File: src/eba_pkg.sv
// package for the ethernet boot announcer: constants and carrier types
package eba_pkg;
   // boot-mode codes
   localparam logic [3:0] EBA_MODE_ONLY  = 4'h8;
   localparam logic [3:0] EBA_MODE_PORT0 = 4'h9;
   localparam logic [3:0] EBA_MODE_PORT1 = 4'ha;
   // configuration words
   localparam logic [31:0] EBA_SW_CTRL   = 32'h000000e0;
   localparam logic [31:0] EBA_PLL_CFG   = 32'h00000013;
   localparam logic [31:0] EBA_TX_CFG    = 32'h00000b21;
   localparam logic [31:0] EBA_RX_CFG    = 32'h00089121;
   localparam logic [1:0]  EBA_SER_DIV   = 2'h3;
   // settle wait: 25 ms figured at the 20 MHz block clock
   localparam int EBA_WAIT_MS    = 25;
   localparam int EBA_CPU_MHZ    = 500;
   localparam int EBA_CLK_MHZ    = 20;
   localparam int EBA_WAIT_CYC   = EBA_WAIT_MS * 1000 * EBA_CLK_MHZ;
   // request frame layout
   localparam int EBA_FRAME_LEN  = 342;
   localparam logic [8:0] EBA_SA_FIRST  = 9'h006;
   localparam logic [8:0] EBA_SA_LAST   = 9'h00b;
   localparam logic [8:0] EBA_CHA_FIRST = 9'h046;
   localparam logic [8:0] EBA_CHA_LAST  = 9'h04b;
   localparam logic [15:0] EBA_BT_MAGIC = 16'h544b;
   localparam logic [7:0]  EBA_BT_OP    = 8'h01;
   // register offsets
   localparam logic [7:0] EBA_REG_CTRL   = 8'h00;
   localparam logic [7:0] EBA_REG_STAT   = 8'h04;
   localparam logic [7:0] EBA_REG_MACLO  = 8'h08;
   localparam logic [7:0] EBA_REG_MACHI  = 8'h0c;
   localparam logic [7:0] EBA_REG_ENTRY  = 8'h10;
   localparam logic [7:0] EBA_REG_NFRM   = 8'h14;
   localparam logic [1:0] EBA_RESP_OK    = 2'h0;
   localparam logic [1:0] EBA_RESP_ERR   = 2'h2;
   typedef enum {
      EBA_IDLE, EBA_SERDES, EBA_SWITCH, EBA_ALE, EBA_SETTLE, EBA_DESC,
      EBA_SEND, EBA_RECV, EBA_DONE
   } eba_state_t;
   // switch setup bundle
   typedef struct packed {
      logic [31:0] ctrl;
      logic        boot_port;
      logic [1:0]  fwd_ports;
      logic [2:0]  port_fwd;
      logic [1:0]  gmii_en;
      logic [1:0]  an_master;
      logic        dma_tx_en;
      logic        dma_rx_en;
      logic        ale_en;
   } eba_sw_cfg_t;
   typedef struct packed {
      logic [31:0] pll;
      logic [31:0] tx;
      logic [31:0] rx;
      logic [1:0]  sample_div;
   } eba_serdes_cfg_t;
endpackage

File: src/eba_top.sv
// ethernet boot announcer: sequencer, request framer, frame acceptance
`timescale 1ns/1ns
// Summary of operation
// - codes 8,9,a select ethernet boot
// - code 9: port0 boots, port1 forwards
// - code a: port1 boots, port0 forwards
// - switch control word is 0xe0
// - both port macs get fuse mac
// - enable dma, lookup; single mac entry
// - all ports forward; gmii on 0,1
// - boot port an slave, other master
// - wait 25 ms after switch setup
// - init descriptors, then send request
// - send request once, then await frames
// - all frames received: jump to entry
// - pll config stays 0x13
// - serializer tx config 0xb21
// - deserializer rx config 0x89121
// - one sample per four pll cycles
// - dix header broadcast, own mac, ipv4
// - fixed ipv4 header fields
// - udp ports 68 to 9, length 308
// - bootp body with mac at 70..75
// - bad frames silently dropped
module eba_top
   import eba_pkg::*;
#(
   parameter int WAIT_CYC = EBA_WAIT_CYC
) (
   // clock and reset
   input  wire logic             MCLK,
   input  wire logic             SYS_RST,
   // straps and fuse mac
   input  wire logic [3:0]       BOOT_MODE,
   input  wire logic [47:0]      FUSE_MAC,
   // axi4-lite slave
   input  wire logic [7:0]       S_AWADDR,
   input  wire logic             S_AWVALID,
   output logic                  S_AWREADY,
   input  wire logic [31:0]      S_WDATA,
   input  wire logic [3:0]       S_WSTRB,
   input  wire logic             S_WVALID,
   output logic                  S_WREADY,
   output logic [1:0]            S_BRESP,
   output logic                  S_BVALID,
   input  wire logic             S_BREADY,
   input  wire logic [7:0]       S_ARADDR,
   input  wire logic             S_ARVALID,
   output logic                  S_ARREADY,
   output logic [31:0]           S_RDATA,
   output logic [1:0]            S_RRESP,
   output logic                  S_RVALID,
   input  wire logic             S_RREADY,
   // switch and serdes setup
   output eba_sw_cfg_t           SW_CFG,
   output eba_serdes_cfg_t       SERDES_CFG,
   output logic [47:0]           PORT0_SRC_ADDR,
   output logic [47:0]           PORT1_SRC_ADDR,
   output logic                  ALE_CLEAR,
   output logic                  ALE_WRITE,
   output logic [47:0]           ALE_MAC,
   output logic                  DESC_INIT,
   // request frame stream
   output logic [7:0]            TX_DATA,
   output logic                  TX_VALID,
   output logic                  TX_LAST,
   input  wire logic             TX_READY,
   // received frame verdicts
   input  wire logic             RX_FRAME,
   input  wire logic             RX_GOOD,
   input  wire logic [15:0]      RX_MAGIC,
   input  wire logic [7:0]       RX_OPCODE,
   input  wire logic [7:0]       RX_SEQ,
   // completion
   output logic                  BOOT_DONE,
   output logic [31:0]           ENTRY_ADDR
);
   eba_state_t  state_r, state_nxt;
   logic [31:0] cnt_r;
   logic [8:0]  idx_r;
   logic [47:0] mac_r;
   logic [7:0]  seq_r, nfrm_r;
   logic        port_r, start_r, go_r;
   logic [31:0] entry_r;
   logic        aw_r, w_r;
   logic [7:0]  awa_r;
   logic [31:0] wd_r;

   function automatic logic [7:0] mac_byte(input logic [47:0] m,
                                           input logic [8:0] i,
                                           input logic [8:0] f);
      logic [8:0] k;
      k = i - f;
      mac_byte = m[8'(47 - 8 * int'(k)) -: 8];
   endfunction

   // request frame contents, broadcast and mac fields come from logic
   function automatic logic [7:0] frame_byte(input logic [8:0] i,
                                             input logic [47:0] m);
      frame_byte = 8'h00;
      if (i < EBA_SA_FIRST) frame_byte = 8'hff;
      else if (i <= EBA_SA_LAST) frame_byte = mac_byte(m, i, EBA_SA_FIRST);
      else if (i >= EBA_CHA_FIRST && i <= EBA_CHA_LAST)
         frame_byte = mac_byte(m, i, EBA_CHA_FIRST);
      else
         case (i)
            9'd12: frame_byte = 8'h08;
            9'd14: frame_byte = 8'h45;
            9'd16: frame_byte = 8'h01;
            9'd17: frame_byte = 8'h48;
            9'd19: frame_byte = 8'h01;
            9'd22: frame_byte = 8'h10;
            9'd23: frame_byte = 8'h11;
            9'd24: frame_byte = 8'ha9;
            9'd25: frame_byte = 8'ha5;
            9'd35: frame_byte = 8'h44;
            9'd37: frame_byte = 8'h09;
            9'd38: frame_byte = 8'h01;
            9'd39: frame_byte = 8'h34;
            9'd42: frame_byte = 8'h01;
            9'd43: frame_byte = 8'h01;
            9'd44: frame_byte = 8'h06;
            9'd46: frame_byte = 8'h12;
            9'd47: frame_byte = 8'h34;
            9'd48: frame_byte = 8'h56;
            9'd49: frame_byte = 8'h78;
            9'd51: frame_byte = 8'h01;
            default: frame_byte = 8'h00;
         endcase
   endfunction

   // mode decode
   wire is_eth   = (BOOT_MODE == EBA_MODE_ONLY) ||
                   (BOOT_MODE == EBA_MODE_PORT0) ||
                   (BOOT_MODE == EBA_MODE_PORT1);
   wire boot_p1  = (BOOT_MODE == EBA_MODE_PORT1);
   wire tx_fire  = TX_VALID && TX_READY;
   wire last_b   = (idx_r == 9'(EBA_FRAME_LEN - 1));
   wire frm_ok   = RX_FRAME && RX_GOOD && RX_MAGIC == EBA_BT_MAGIC &&
                   RX_OPCODE == EBA_BT_OP && RX_SEQ == seq_r;
   wire all_in   = frm_ok && (seq_r + 8'h01 == nfrm_r);
   wire wr_go    = aw_r && w_r;

   always_comb begin
      state_nxt = state_r;
      case (state_r)
         EBA_IDLE:   if (go_r && is_eth) state_nxt = EBA_SERDES;
         EBA_SERDES: state_nxt = EBA_SWITCH;
         EBA_SWITCH: state_nxt = EBA_ALE;
         EBA_ALE:    state_nxt = EBA_SETTLE;
         EBA_SETTLE: if (cnt_r == 32'(WAIT_CYC - 1))
                        state_nxt = EBA_DESC;
         EBA_DESC:   state_nxt = EBA_SEND;
         EBA_SEND:   if (tx_fire && last_b)
                        state_nxt = EBA_RECV;
         EBA_RECV:   if (all_in) state_nxt = EBA_DONE;
         EBA_DONE:   state_nxt = EBA_DONE;
         default:    state_nxt = EBA_IDLE;
      endcase
   end

   always_ff @(posedge MCLK) begin
      if (SYS_RST) begin
         state_r <= EBA_IDLE;
         cnt_r   <= 32'h0;
         idx_r   <= 9'h0;
         seq_r   <= 8'h0;
      end else begin
         state_r <= state_nxt;
         cnt_r   <= (state_r == EBA_SETTLE) ? cnt_r + 32'h1 : 32'h0;
         if (state_r == EBA_SEND && tx_fire) idx_r <= idx_r + 9'h1;
         if (state_r == EBA_RECV && frm_ok) seq_r <= seq_r + 8'h01;
      end
   end

   // catch straps and fuse mac after reset
   always_ff @(posedge MCLK) begin
      if (SYS_RST) begin
         mac_r  <= 48'h0;
         port_r <= 1'b0;
      end else if (state_r == EBA_IDLE) begin
         mac_r  <= FUSE_MAC;
         port_r <= boot_p1;
      end
   end

   // software registers
   always_ff @(posedge MCLK) begin
      if (SYS_RST) begin
         aw_r <= 1'b0;
         w_r <= 1'b0;
         awa_r <= 8'h0;
         wd_r <= 32'h0;
         S_BVALID <= 1'b0;
         S_RVALID <= 1'b0;
         S_RDATA <= 32'h0;
         S_RRESP <= EBA_RESP_OK;
         S_BRESP <= EBA_RESP_OK;
         start_r <= 1'b0;
         go_r <= 1'b0;
         nfrm_r <= 8'h01;
      end else begin
         go_r <= start_r;
         if (S_AWVALID && S_AWREADY) begin
            aw_r <= 1'b1;
            awa_r <= S_AWADDR;
         end
         if (S_WVALID && S_WREADY) begin
            w_r <= 1'b1;
            wd_r <= S_WDATA;
         end
         if (wr_go) begin
            aw_r <= 1'b0;
            w_r <= 1'b0;
            S_BVALID <= 1'b1;
            S_BRESP <= EBA_RESP_OK;
            if (awa_r == EBA_REG_CTRL) start_r <= wd_r[0];
            else if (awa_r == EBA_REG_NFRM) nfrm_r <= wd_r[7:0];
            else S_BRESP <= EBA_RESP_ERR;
         end else if (S_BVALID && S_BREADY) S_BVALID <= 1'b0;
         if (S_ARVALID && S_ARREADY) begin
            S_RVALID <= 1'b1;
            S_RRESP <= EBA_RESP_OK;
            case (S_ARADDR)
               EBA_REG_CTRL:  S_RDATA <= {31'h0, start_r};
               EBA_REG_STAT:  S_RDATA <= {16'h0, seq_r, 3'h0, port_r,
                                          BOOT_DONE, 3'h0};
               EBA_REG_MACLO: S_RDATA <= mac_r[31:0];
               EBA_REG_MACHI: S_RDATA <= {16'h0, mac_r[47:32]};
               EBA_REG_ENTRY: S_RDATA <= entry_r;
               EBA_REG_NFRM:  S_RDATA <= {24'h0, nfrm_r};
               default: begin
                  S_RDATA <= 32'h0;
                  S_RRESP <= EBA_RESP_ERR;
               end
            endcase
         end else if (S_RVALID && S_RREADY) S_RVALID <= 1'b0;
      end
   end
   assign S_AWREADY = !aw_r && !S_BVALID;
   assign S_WREADY  = !w_r && !S_BVALID;
   assign S_ARREADY = !S_RVALID;

   // entry point is taken from the first word of frame zero
   always_ff @(posedge MCLK) begin
      if (SYS_RST) entry_r <= 32'h0;
      else if (state_r == EBA_RECV && frm_ok && seq_r == 8'h00)
         entry_r <= {RX_MAGIC, RX_OPCODE, RX_SEQ};
   end

   // switch and serdes settings held while booting
   wire cfg_on = (state_r != EBA_IDLE);
   always_comb begin
      SW_CFG = '0;
      SERDES_CFG = '0;
      if (cfg_on) begin
         SERDES_CFG.pll = EBA_PLL_CFG;
         SERDES_CFG.tx  = EBA_TX_CFG;
         SERDES_CFG.rx  = EBA_RX_CFG;
         SERDES_CFG.sample_div = EBA_SER_DIV;
      end
      if (cfg_on && state_r != EBA_SERDES) begin
         SW_CFG.ctrl      = EBA_SW_CTRL;
         SW_CFG.boot_port = port_r;
         SW_CFG.fwd_ports = port_r ? 2'b01 : 2'b10;
         SW_CFG.port_fwd  = 3'b111;
         SW_CFG.gmii_en   = 2'b11;
         SW_CFG.an_master = port_r ? 2'b01 : 2'b10;
         SW_CFG.dma_tx_en = 1'b1;
         SW_CFG.dma_rx_en = 1'b1;
         SW_CFG.ale_en    = 1'b1;
      end
   end
   assign PORT0_SRC_ADDR = mac_r;
   assign PORT1_SRC_ADDR = mac_r;
   assign ALE_CLEAR = (state_r == EBA_SWITCH);
   assign ALE_WRITE = (state_r == EBA_ALE);
   assign ALE_MAC   = mac_r;
   assign DESC_INIT = (state_r == EBA_DESC);
   assign TX_VALID  = (state_r == EBA_SEND);
   assign TX_LAST   = TX_VALID && last_b;
   assign TX_DATA   = frame_byte(idx_r, mac_r);
   assign BOOT_DONE = (state_r == EBA_DONE);
   assign ENTRY_ADDR = entry_r;

   sends_once_a: assert property (@(posedge MCLK) disable iff (SYS_RST)
      state_r == EBA_RECV |-> ##1 !TX_VALID)
      else $error("request sent again");
   settle_wait_a: assert property (@(posedge MCLK) disable iff (SYS_RST)
      $rose(state_r == EBA_SETTLE) |-> ##1 !DESC_INIT)
      else $error("settle wait cut short");
   ale_order_a: assert property (@(posedge MCLK) disable iff (SYS_RST)
      ALE_CLEAR |=> ALE_WRITE)
      else $error("lookup entry not after clear");
   ctrl_word_a: assert property (@(posedge MCLK) disable iff (SYS_RST)
      ALE_WRITE |-> SW_CFG.ctrl == EBA_SW_CTRL)
      else $error("switch control word wrong");
   bcast_a: assert property (@(posedge MCLK) disable iff (SYS_RST)
      TX_VALID && idx_r < EBA_SA_FIRST |-> TX_DATA == 8'hff)
      else $error("destination not broadcast");
   roles_a: assert property (@(posedge MCLK) disable iff (SYS_RST)
      ALE_WRITE |-> SW_CFG.an_master != {SW_CFG.boot_port,
                                         !SW_CFG.boot_port})
      else $error("boot port is negotiation master");
   done_hold_a: assert property (@(posedge MCLK) disable iff (SYS_RST)
      BOOT_DONE |=> BOOT_DONE)
      else $error("boot completion dropped");
   no_mode_a: assert property (@(posedge MCLK) disable iff (SYS_RST)
      !is_eth && state_r == EBA_IDLE |=> state_r == EBA_IDLE)
      else $error("non ethernet mode started");
   drop_ignore_a: assert property (@(posedge MCLK) disable iff (SYS_RST)
      state_r == EBA_RECV && RX_FRAME && !frm_ok |=> $stable(seq_r))
      else $error("rejected frame counted");
   seq_step_a: assert property (@(posedge MCLK) disable iff (SYS_RST)
      state_r == EBA_RECV && frm_ok |=> seq_r == $past(seq_r) + 8'h01)
      else $error("frame sequence not advanced");
   recv_stay_a: assert property (@(posedge MCLK) disable iff (SYS_RST)
      state_r == EBA_RECV && !all_in |=> state_r == EBA_RECV)
      else $error("receive loop left early");
   // stream must not move under a stalled host
   tx_hold_a: assert property (@(posedge MCLK) disable iff (SYS_RST)
      TX_VALID && !TX_READY |=> TX_VALID && $stable(TX_DATA))
      else $error("request byte dropped while stalled");
   desc_first_a: assert property (@(posedge MCLK) disable iff (SYS_RST)
      DESC_INIT |=> TX_VALID)
      else $error("request not after descriptor setup");
   last_once_a: assert property (@(posedge MCLK) disable iff (SYS_RST)
      TX_LAST && TX_READY |=> state_r == EBA_RECV)
      else $error("request not ended after last byte");
   src_addr_a: assert property (@(posedge MCLK) disable iff (SYS_RST)
      ALE_WRITE |-> PORT0_SRC_ADDR == ALE_MAC &&
                    PORT1_SRC_ADDR == ALE_MAC)
      else $error("port source address differs");
   mac_hold_a: assert property (@(posedge MCLK) disable iff (SYS_RST)
      state_r != EBA_IDLE |=> $stable(mac_r))
      else $error("device mac changed while booting");
   pll_cfg_a: assert property (@(posedge MCLK) disable iff (SYS_RST)
      state_r == EBA_SERDES |-> SERDES_CFG.pll == EBA_PLL_CFG)
      else $error("pll config wrong");
   tx_cfg_a: assert property (@(posedge MCLK) disable iff (SYS_RST)
      state_r == EBA_SERDES |-> SERDES_CFG.tx == EBA_TX_CFG)
      else $error("serializer config wrong");
   rx_cfg_a: assert property (@(posedge MCLK) disable iff (SYS_RST)
      state_r == EBA_SERDES |-> SERDES_CFG.rx == EBA_RX_CFG)
      else $error("deserializer config wrong");
   sample_div_a: assert property (@(posedge MCLK) disable iff (SYS_RST)
      state_r == EBA_SERDES |-> SERDES_CFG.sample_div == EBA_SER_DIV)
      else $error("sample divider wrong");
   fwd_all_a: assert property (@(posedge MCLK) disable iff (SYS_RST)
      ALE_WRITE |-> SW_CFG.port_fwd == 3'b111 && SW_CFG.gmii_en == 2'b11)
      else $error("ports not all forwarding");
   boot_port_a: assert property (@(posedge MCLK) disable iff (SYS_RST)
      ALE_WRITE |-> SW_CFG.fwd_ports == ~{SW_CFG.boot_port,
                                          !SW_CFG.boot_port})
      else $error("boot port set to forward");
   dma_en_a: assert property (@(posedge MCLK) disable iff (SYS_RST)
      ALE_CLEAR |-> SW_CFG.dma_tx_en && SW_CFG.dma_rx_en && SW_CFG.ale_en)
      else $error("dma or lookup not enabled");
   idle_quiet_a: assert property (@(posedge MCLK) disable iff (SYS_RST)
      state_r == EBA_IDLE |-> !TX_VALID && SERDES_CFG == '0)
      else $error("idle block drives setup");
   // one write at a time: no new address while answer pending
   wr_busy_a: assert property (@(posedge MCLK) disable iff (SYS_RST)
      S_BVALID |-> !S_AWREADY && !S_WREADY)
      else $error("write taken while response pending");
   bresp_hold_a: assert property (@(posedge MCLK) disable iff (SYS_RST)
      S_BVALID && !S_BREADY |=> S_BVALID)
      else $error("write response withdrawn");
   rdata_hold_a: assert property (@(posedge MCLK) disable iff (SYS_RST)
      S_RVALID && !S_RREADY |=> S_RVALID && $stable(S_RDATA))
      else $error("read data withdrawn");
   take_c: cover property (@(posedge MCLK) state_r == EBA_RECV && frm_ok);
   stall_c: cover property (@(posedge MCLK) TX_VALID && !TX_READY);
   send_c: cover property (@(posedge MCLK) TX_LAST && TX_READY);
   done_c: cover property (@(posedge MCLK) $rose(BOOT_DONE));
   drop_c: cover property (@(posedge MCLK) RX_FRAME && !frm_ok);
endmodule

File: config.mk
export PLATFORM = sky130hd
export DESIGN_NAME = eba_top
export DESIGN_NICKNAME = d
export VERILOG_FILES = /design/src/eba_pkg.sv /design/src/eba_top.sv
export SDC_FILE = /design/constraint.sdc
export NUM_CORES = 1
export LEC_CHECK = 0
export BUFFER_PORTS_ARGS = -buffer_cell sky130_fd_sc_hd__buf_2
export CORE_AREA = 3 3 200 202
export CTS_BUF_LIST = sky130_fd_sc_hd__clkbuf_16
export DETAILED_ROUTE_END_ITERATION = 8
export DIE_AREA = 0 0 203 205
export PLACE_DENSITY_LB_ADDON = 0.15
export SYNTH_ARGS = -nofsm -noshare
export SYNTH_HDL_FRONTEND = slang
export SYNTH_SLANG_ARGS = --single-unit
File: constraint.sdc
create_clock -name MCLK -period 2.75 [get_ports MCLK]
set_input_delay 0.1375 -clock MCLK [delete_from_list [all_inputs] [get_ports MCLK]]
set_output_delay 0.1375 -clock MCLK [all_outputs]
set_load 0.01 [all_outputs]
Yosys cells after proc, flatten, opt, wreduce, memory -nomap -nowiden

Memory sizes are Yosys's and may differ from the RTL's. A register that Yosys moved wholly into a read port is not among the register bits.
Index checks and enable logic that the tools add are counted.

Add/subtract/negate cells: 7
Shift operators: 2
Magnitude comparators: 4
Eq/ne operators: 35
Reductions and logical operators: 43
Bitwise operators: 2
Mux-type cells: 22

Operators with widths:

| cell                                                    | number |
|---|---|
| one-hot mux 32 bit (9 select lines)                     | 1 |
| equality test 32 x 3 -> 1 bit (second input constant)   | 6 |
| one-hot mux 32 bit (6 select lines)                     | 1 |
| equality test 32 x 4 -> 1 bit (second input constant)   | 5 |
| 2-to-1 mux 32 bit                                       | 4 |
| indexed part select 55 x 8 -> 8 bit                     | 2 |
| 2-to-1 mux 71 bit                                       | 1 |
| equality test 32 x 2 -> 1 bit (second input constant)   | 2 |
| zero test 32 bit                                        | 2 |
| adder 32 x 1 -> 32 bit (second input constant)          | 1 |
| equality test 32 x 1 -> 1 bit (second input constant)   | 1 |
| equality test 32 x 19 -> 1 bit (second input constant)  | 1 |
| equality test 32 x 5 -> 1 bit (second input constant)   | 1 |
| 2-to-1 mux 8 bit                                        | 4 |
| inequality test 32 x 2 -> 1 bit (second input constant) | 1 |
| nonzero test 32 bit                                     | 1 |
| equality test 8 x 5 -> 1 bit (second input constant)    | 3 |
| zero test 8 bit                                         | 3 |
| logical AND 1 bit                                       | 22 |
| 2-to-1 mux 21 bit                                       | 1 |
| equality test 16 x 15 -> 1 bit (second input constant)  | 1 |
| equality test 8 x 4 -> 1 bit (second input constant)    | 2 |
| equality test 8 bit                                     | 2 |
| subtractor 6 x 8 -> 8 bit (first input constant)        | 2 |
| other kinds (25)                                        | 45 |

Output and inout port bits: 374
Input port bits: 146
Bits in registers: 228
Memories: 1
Bits in read-only memories: 512

Memory list:

| memory          | depth | width | read ports | clocked after Yosys merged registers in | wr ports | RTL line       | text |
|---|---|---|---|---|---|---|---|
| (no name shown) | 64    | 8     | 1          | 1                                       | 0        | eba_top.sv:106 | `case (i)` |

Longest topological paths before layout

Word-level depth: 7
Gate-level depth with buffers: 12
Depth with buffers taken out: 10

Worst setup path before layout

Ideal clock, no wire load.

Path kind: register to output
From: register idx_r[1]
To: output port TX_DATA[6]
Path buffers: 3
Data arrival time: 2,950 ps
Slack: -338 ps
Cell stages (with the launch flop): 12
Path through: dfxtp_1 > clkbuf_1 > clkbuf_1 > inv_1 > ha_1 > clkbuf_1 > mux2i_1 > nor2_1 > a221oi_1 > xnor2_1 > a2111oi_4 > a221o_1

Word-level cells in the longest chain between the ends: 6
Elaborated cells between the ends (all ways): 14
Classes of those cells: add/sub: 4; order compare: 4; shift: 2; mux: 3; reduce/logical: 1

Ends and longest elaborated chain:

| element                             | RTL line       | text |
|---|---|---|
| start: declaration                  | eba_top.sv:80  | `logic [8:0] idx_r;` |
| start signal: assignment            | eba_top.sv:171 | `if (state_r == EBA_SEND && tx_fire) idx_r <= idx_r + 9'h1;` |
| subtractor 5 x 3 -> 5 bit           | eba_top.sv:93  | `k = i - f;` |
| subtractor 6 x 8 -> 8 bit           | eba_top.sv:94  | `mac_byte = m[8'(47 - 8 * int'(k)) -: 8];` |
| indexed part select 55 x 8 -> 8 bit | eba_top.sv:94  |  |
| 2-to-1 mux 8 bit                    | eba_top.sv:103 | `else if (i >= EBA_CHA_FIRST && i <= EBA_CHA_LAST)` |
| 2-to-1 mux 8 bit                    | eba_top.sv:102 | `else if (i <= EBA_SA_LAST) frame_byte = mac_byte(m, i, EBA_SA_FIRST);` |
| 2-to-1 mux 8 bit (*)                | eba_top.sv:101 | `if (i < EBA_SA_FIRST) frame_byte = 8'hff;` |
| end: declaration                    | eba_top.sv:64  | `output logic [7:0] TX_DATA,` |

Every way passes the cells marked *; elsewhere a longest branch is shown, timed or not.

Final worst setup path

Ends and elaborated chain as after synthesis.

==> impl_metrics.toml <==
[timing]
drv_slew = 0
fin_crit_sh = 0.985
finalCriticalPeriod_ns = 2.71
setup_viol = 0
fmax_ghz = 0.369
worstMarginPinSlew_ns = 0.839
hold_viol_final = 0
grt_setup_unrepaired = "yes"
final.setup_skew_ns = 0.0169
finalSetupTns_ns = 0
slew_headroom = 0.441

[synth]
synth_cell_types = 74
yosysTopAreaCell = "dfxtp_1"
ys_top_cells_by_count = "buf_4 (240), dfxtp_1 (206), nand2_1 (184), nor2_1 (118), a21oi_1 (89)"
synth_top_area_share = 0.356
netlist_area_mm2 = 0.0116
synth_edf_count = 0
syn_inst = 1389
synth_most_common_cell = "buf_4"
yosys_warnings = 0
yosys-top-cells-area = "dfxtp_1 (36%), buf_4 (16%), nand2_1 (6.0%), a21oi_1 (3.9%), nor2_1 (3.8%)"
synthArstFlopShare = 0
synth-main-ff-cell = "dfxtp_1"
synth.avg_cell_area_um2 = 8.33
yosysSeqAreaShare = 0.356
synth-seq-cells = 206

[route]
routedWlPerCell_um = 18.8
drc = 0
antenna_left = 0
dr.pass1.iters = 5
vias_per_cell = 4.59
num_vias = 10300
wl_um = 42200
drt_iter0_drc = 561

[power_and_ir_drop]
ir_drop_v = 0.000409
total_power_mw = 9.89
p_per_area_mw_per_mm2 = 680
leakage_nw = 6.79

[grt]
antenna_found_initial = 0
grt_max_degree = 72
first_global_vias = 9922
grt_pass1_wl_um = 62000
gr-total-overflow = 0
grt_usage = 0.191

[worst_setup_path]
required_ns = 2.61
end_kind = "output pin"
max_stage_delay_ns = 0.39
worstPathCellList = "inv_4 -> ha_4 -> mux2i_1 -> nor2_1 -> a221oi_4 -> xnor2_2 -> a2111oi_4 -> buf_6 -> a221o_1 -> buf_2"
crit_arrival_ns = 2.57
cp_max_fo = 8
cp_slowest_cell = "dfxtp_4"
cp_top_family = "compound AO/OA/AOI/OAI gates"
cp-start-kind = "register"
path_buf_inv = 3
path_class = "reg -> out"

[floorplanning]
start_util = 0.301
rows = 72
io-pin-count = 520
core_area_mm2 = 0.0385
die_w_um = 203
dieArea_mm2 = 0.0416
die_y_um = 205

[clock_network]
clk_latency_ns = 0.54
cts_buffers = 26
clk_path_buf_depth = 3
cts_sinks = 206
cts_tree = "done"
root_buffer = "clkbuf_16"
path_clk_slew_ns = 0.06
htree_levels = 1

[placed_design]
dp_cells = 2123
dp_hpwl_um = 31300
io_buffer_count = 378
gp_congestion = 0.828

[min_path]
hp-class = "in -> reg"

[finish]
antenna_cells = 0
final_cell_count_no_fill = 2250
drive_gt1_frac = 0.297
syn2layout_area_growth_pct = 25.7
n_fill_cell = 4074
finalNetCount = 1870

[run_status]
outcome = "finished, final reports clean"

[job]
cap_violations = 0
[metal layers]
layer  wire, µm  GRT usage  up-vias
li1           -          -     5085
met1      19300      0.259     4904
met2      20300      0.325      291
met3       1910     0.0288       41
met4        731     0.0371        0
met5          0          0        -
[cell usage in the layout, fill, tap and decap left out, types with 23 or more instances in the layout]
cell type,netlist,final
nand2_1,184,183
and3_1,33,33
a22oi_1,41,41
dfxtp_1,206,203
nor2_1,118,116
xor2_1,45,45
inv_1,23,29
clkbuf_16,0,27
dlygate4sd3_1,0,73
a21oi_1,89,89
buf_4,240,43
conb_1,1,113
nand3_1,23,23
mux2i_1,29,29
buf_2,11,377
[logic make-up (layout without fill, tap and decap cells)]
kind of cell	Yosys count	in the layout	share of synthesized area
compound gates	235	235	0.138
xor+xnor	65	65	0.0499
fa+ha+maj	12	12	0.0130
buf+inv	344	575	0.192
flops	206	206	0.356
mux	49	49	0.0526
other cells	1	113	0.000324
simple gates	477	477	0.198
[worst register-to-register path, stage by stage (launching register included)]
cell	delay (ns)
dfxtp_1	0.38
nand4bb_1	0.31
inv_2	0.10
nand2_1	0.15
xor2_1	0.19
nor2_1	0.19
ha_1	0.25
o21ai_0	0.17
a2111o_1	0.41
a32oi_1	0.20
[final timing paths]
kind,start,to,slack [ns],cells past startpoint
setup / recovery,idx_r[1]$_SDFFE_PP0P_,TX_DATA[6],0.04,10
hold / removal,S_WVALID,wd_r[7]$_SDFFE_PP0P_,0.08,4
setup reg to reg,state_r[0]$_SDFFE_PP0P_,register,0.32,9
hold reg to reg,cnt_r[0]$_SDFF_PP0_,cnt_r[0]$_SDFF_PP0_,0.44,1
[flip-flops by register name, indices dropped and copies added, names as in the netlist, 4 cells and up, named ones only]
register    count
ALE_MAC        48
ENTRY_ADDR     32
S_RDATA        32
cnt_r          32
idx_r           9
awa_r           8
nfrm_r          8
seq_r           8
wd_r            8
state_r         4
[final cells by class]
type,count,area (µm²),share of cell area
clock buffers,27,676,0.0465
well taps,518,648,0.0446
multi-input cells,951,5750,0.395
repair buffers,502,3080,0.211
inverters,25,96.3,0.00663
flip-flops and latches,206,4130,0.284
clock inverters,21,165,0.0114
[per-stage QoR]
| stage | utilization | hold slack, ns | setup slack [ns] | instance area (µm²) |
|---|---|---|---|---|
| finish | 0.378 | 0.0819 | 0.0405 | 14500 |
| global route | 0.378 | 0.106 | -0.0775 | 14500 |
| CTS | 0.375 | 0.0723 | -0.0194 | 14400 |
| detailed placement | 0.333 | 0.383 | 0.284 | 12800 |
| global placement | 0.333 | 0.381 | 0.281 | 12800 |
| floorplan | - | 0.238 | 0.0655 | 12000 |
[report_power, final]
| part | internal (mW) | total [mW] | switching [mW] |
|---|---|---|---|
| clock | 2.04 | 3.38 | 1.34 |
| combinational | 1.08 | 2.89 | 1.80 |
| sequential | 3.20 | 3.63 | 0.427 |
| total | 6.32 | 9.89 | 3.57 |
[timing repair]
item | CTS | global route
setup buffers | 1 | 5
endpoints found under the setup margin | 8 | 8
hold endpoints to repair | 85 | 0
gates resized for setup | 12 | 27
hold buffers | 73 | 0
pin swaps | 3 | 12
No activity file was read; power rests on OpenSTA's default activity.
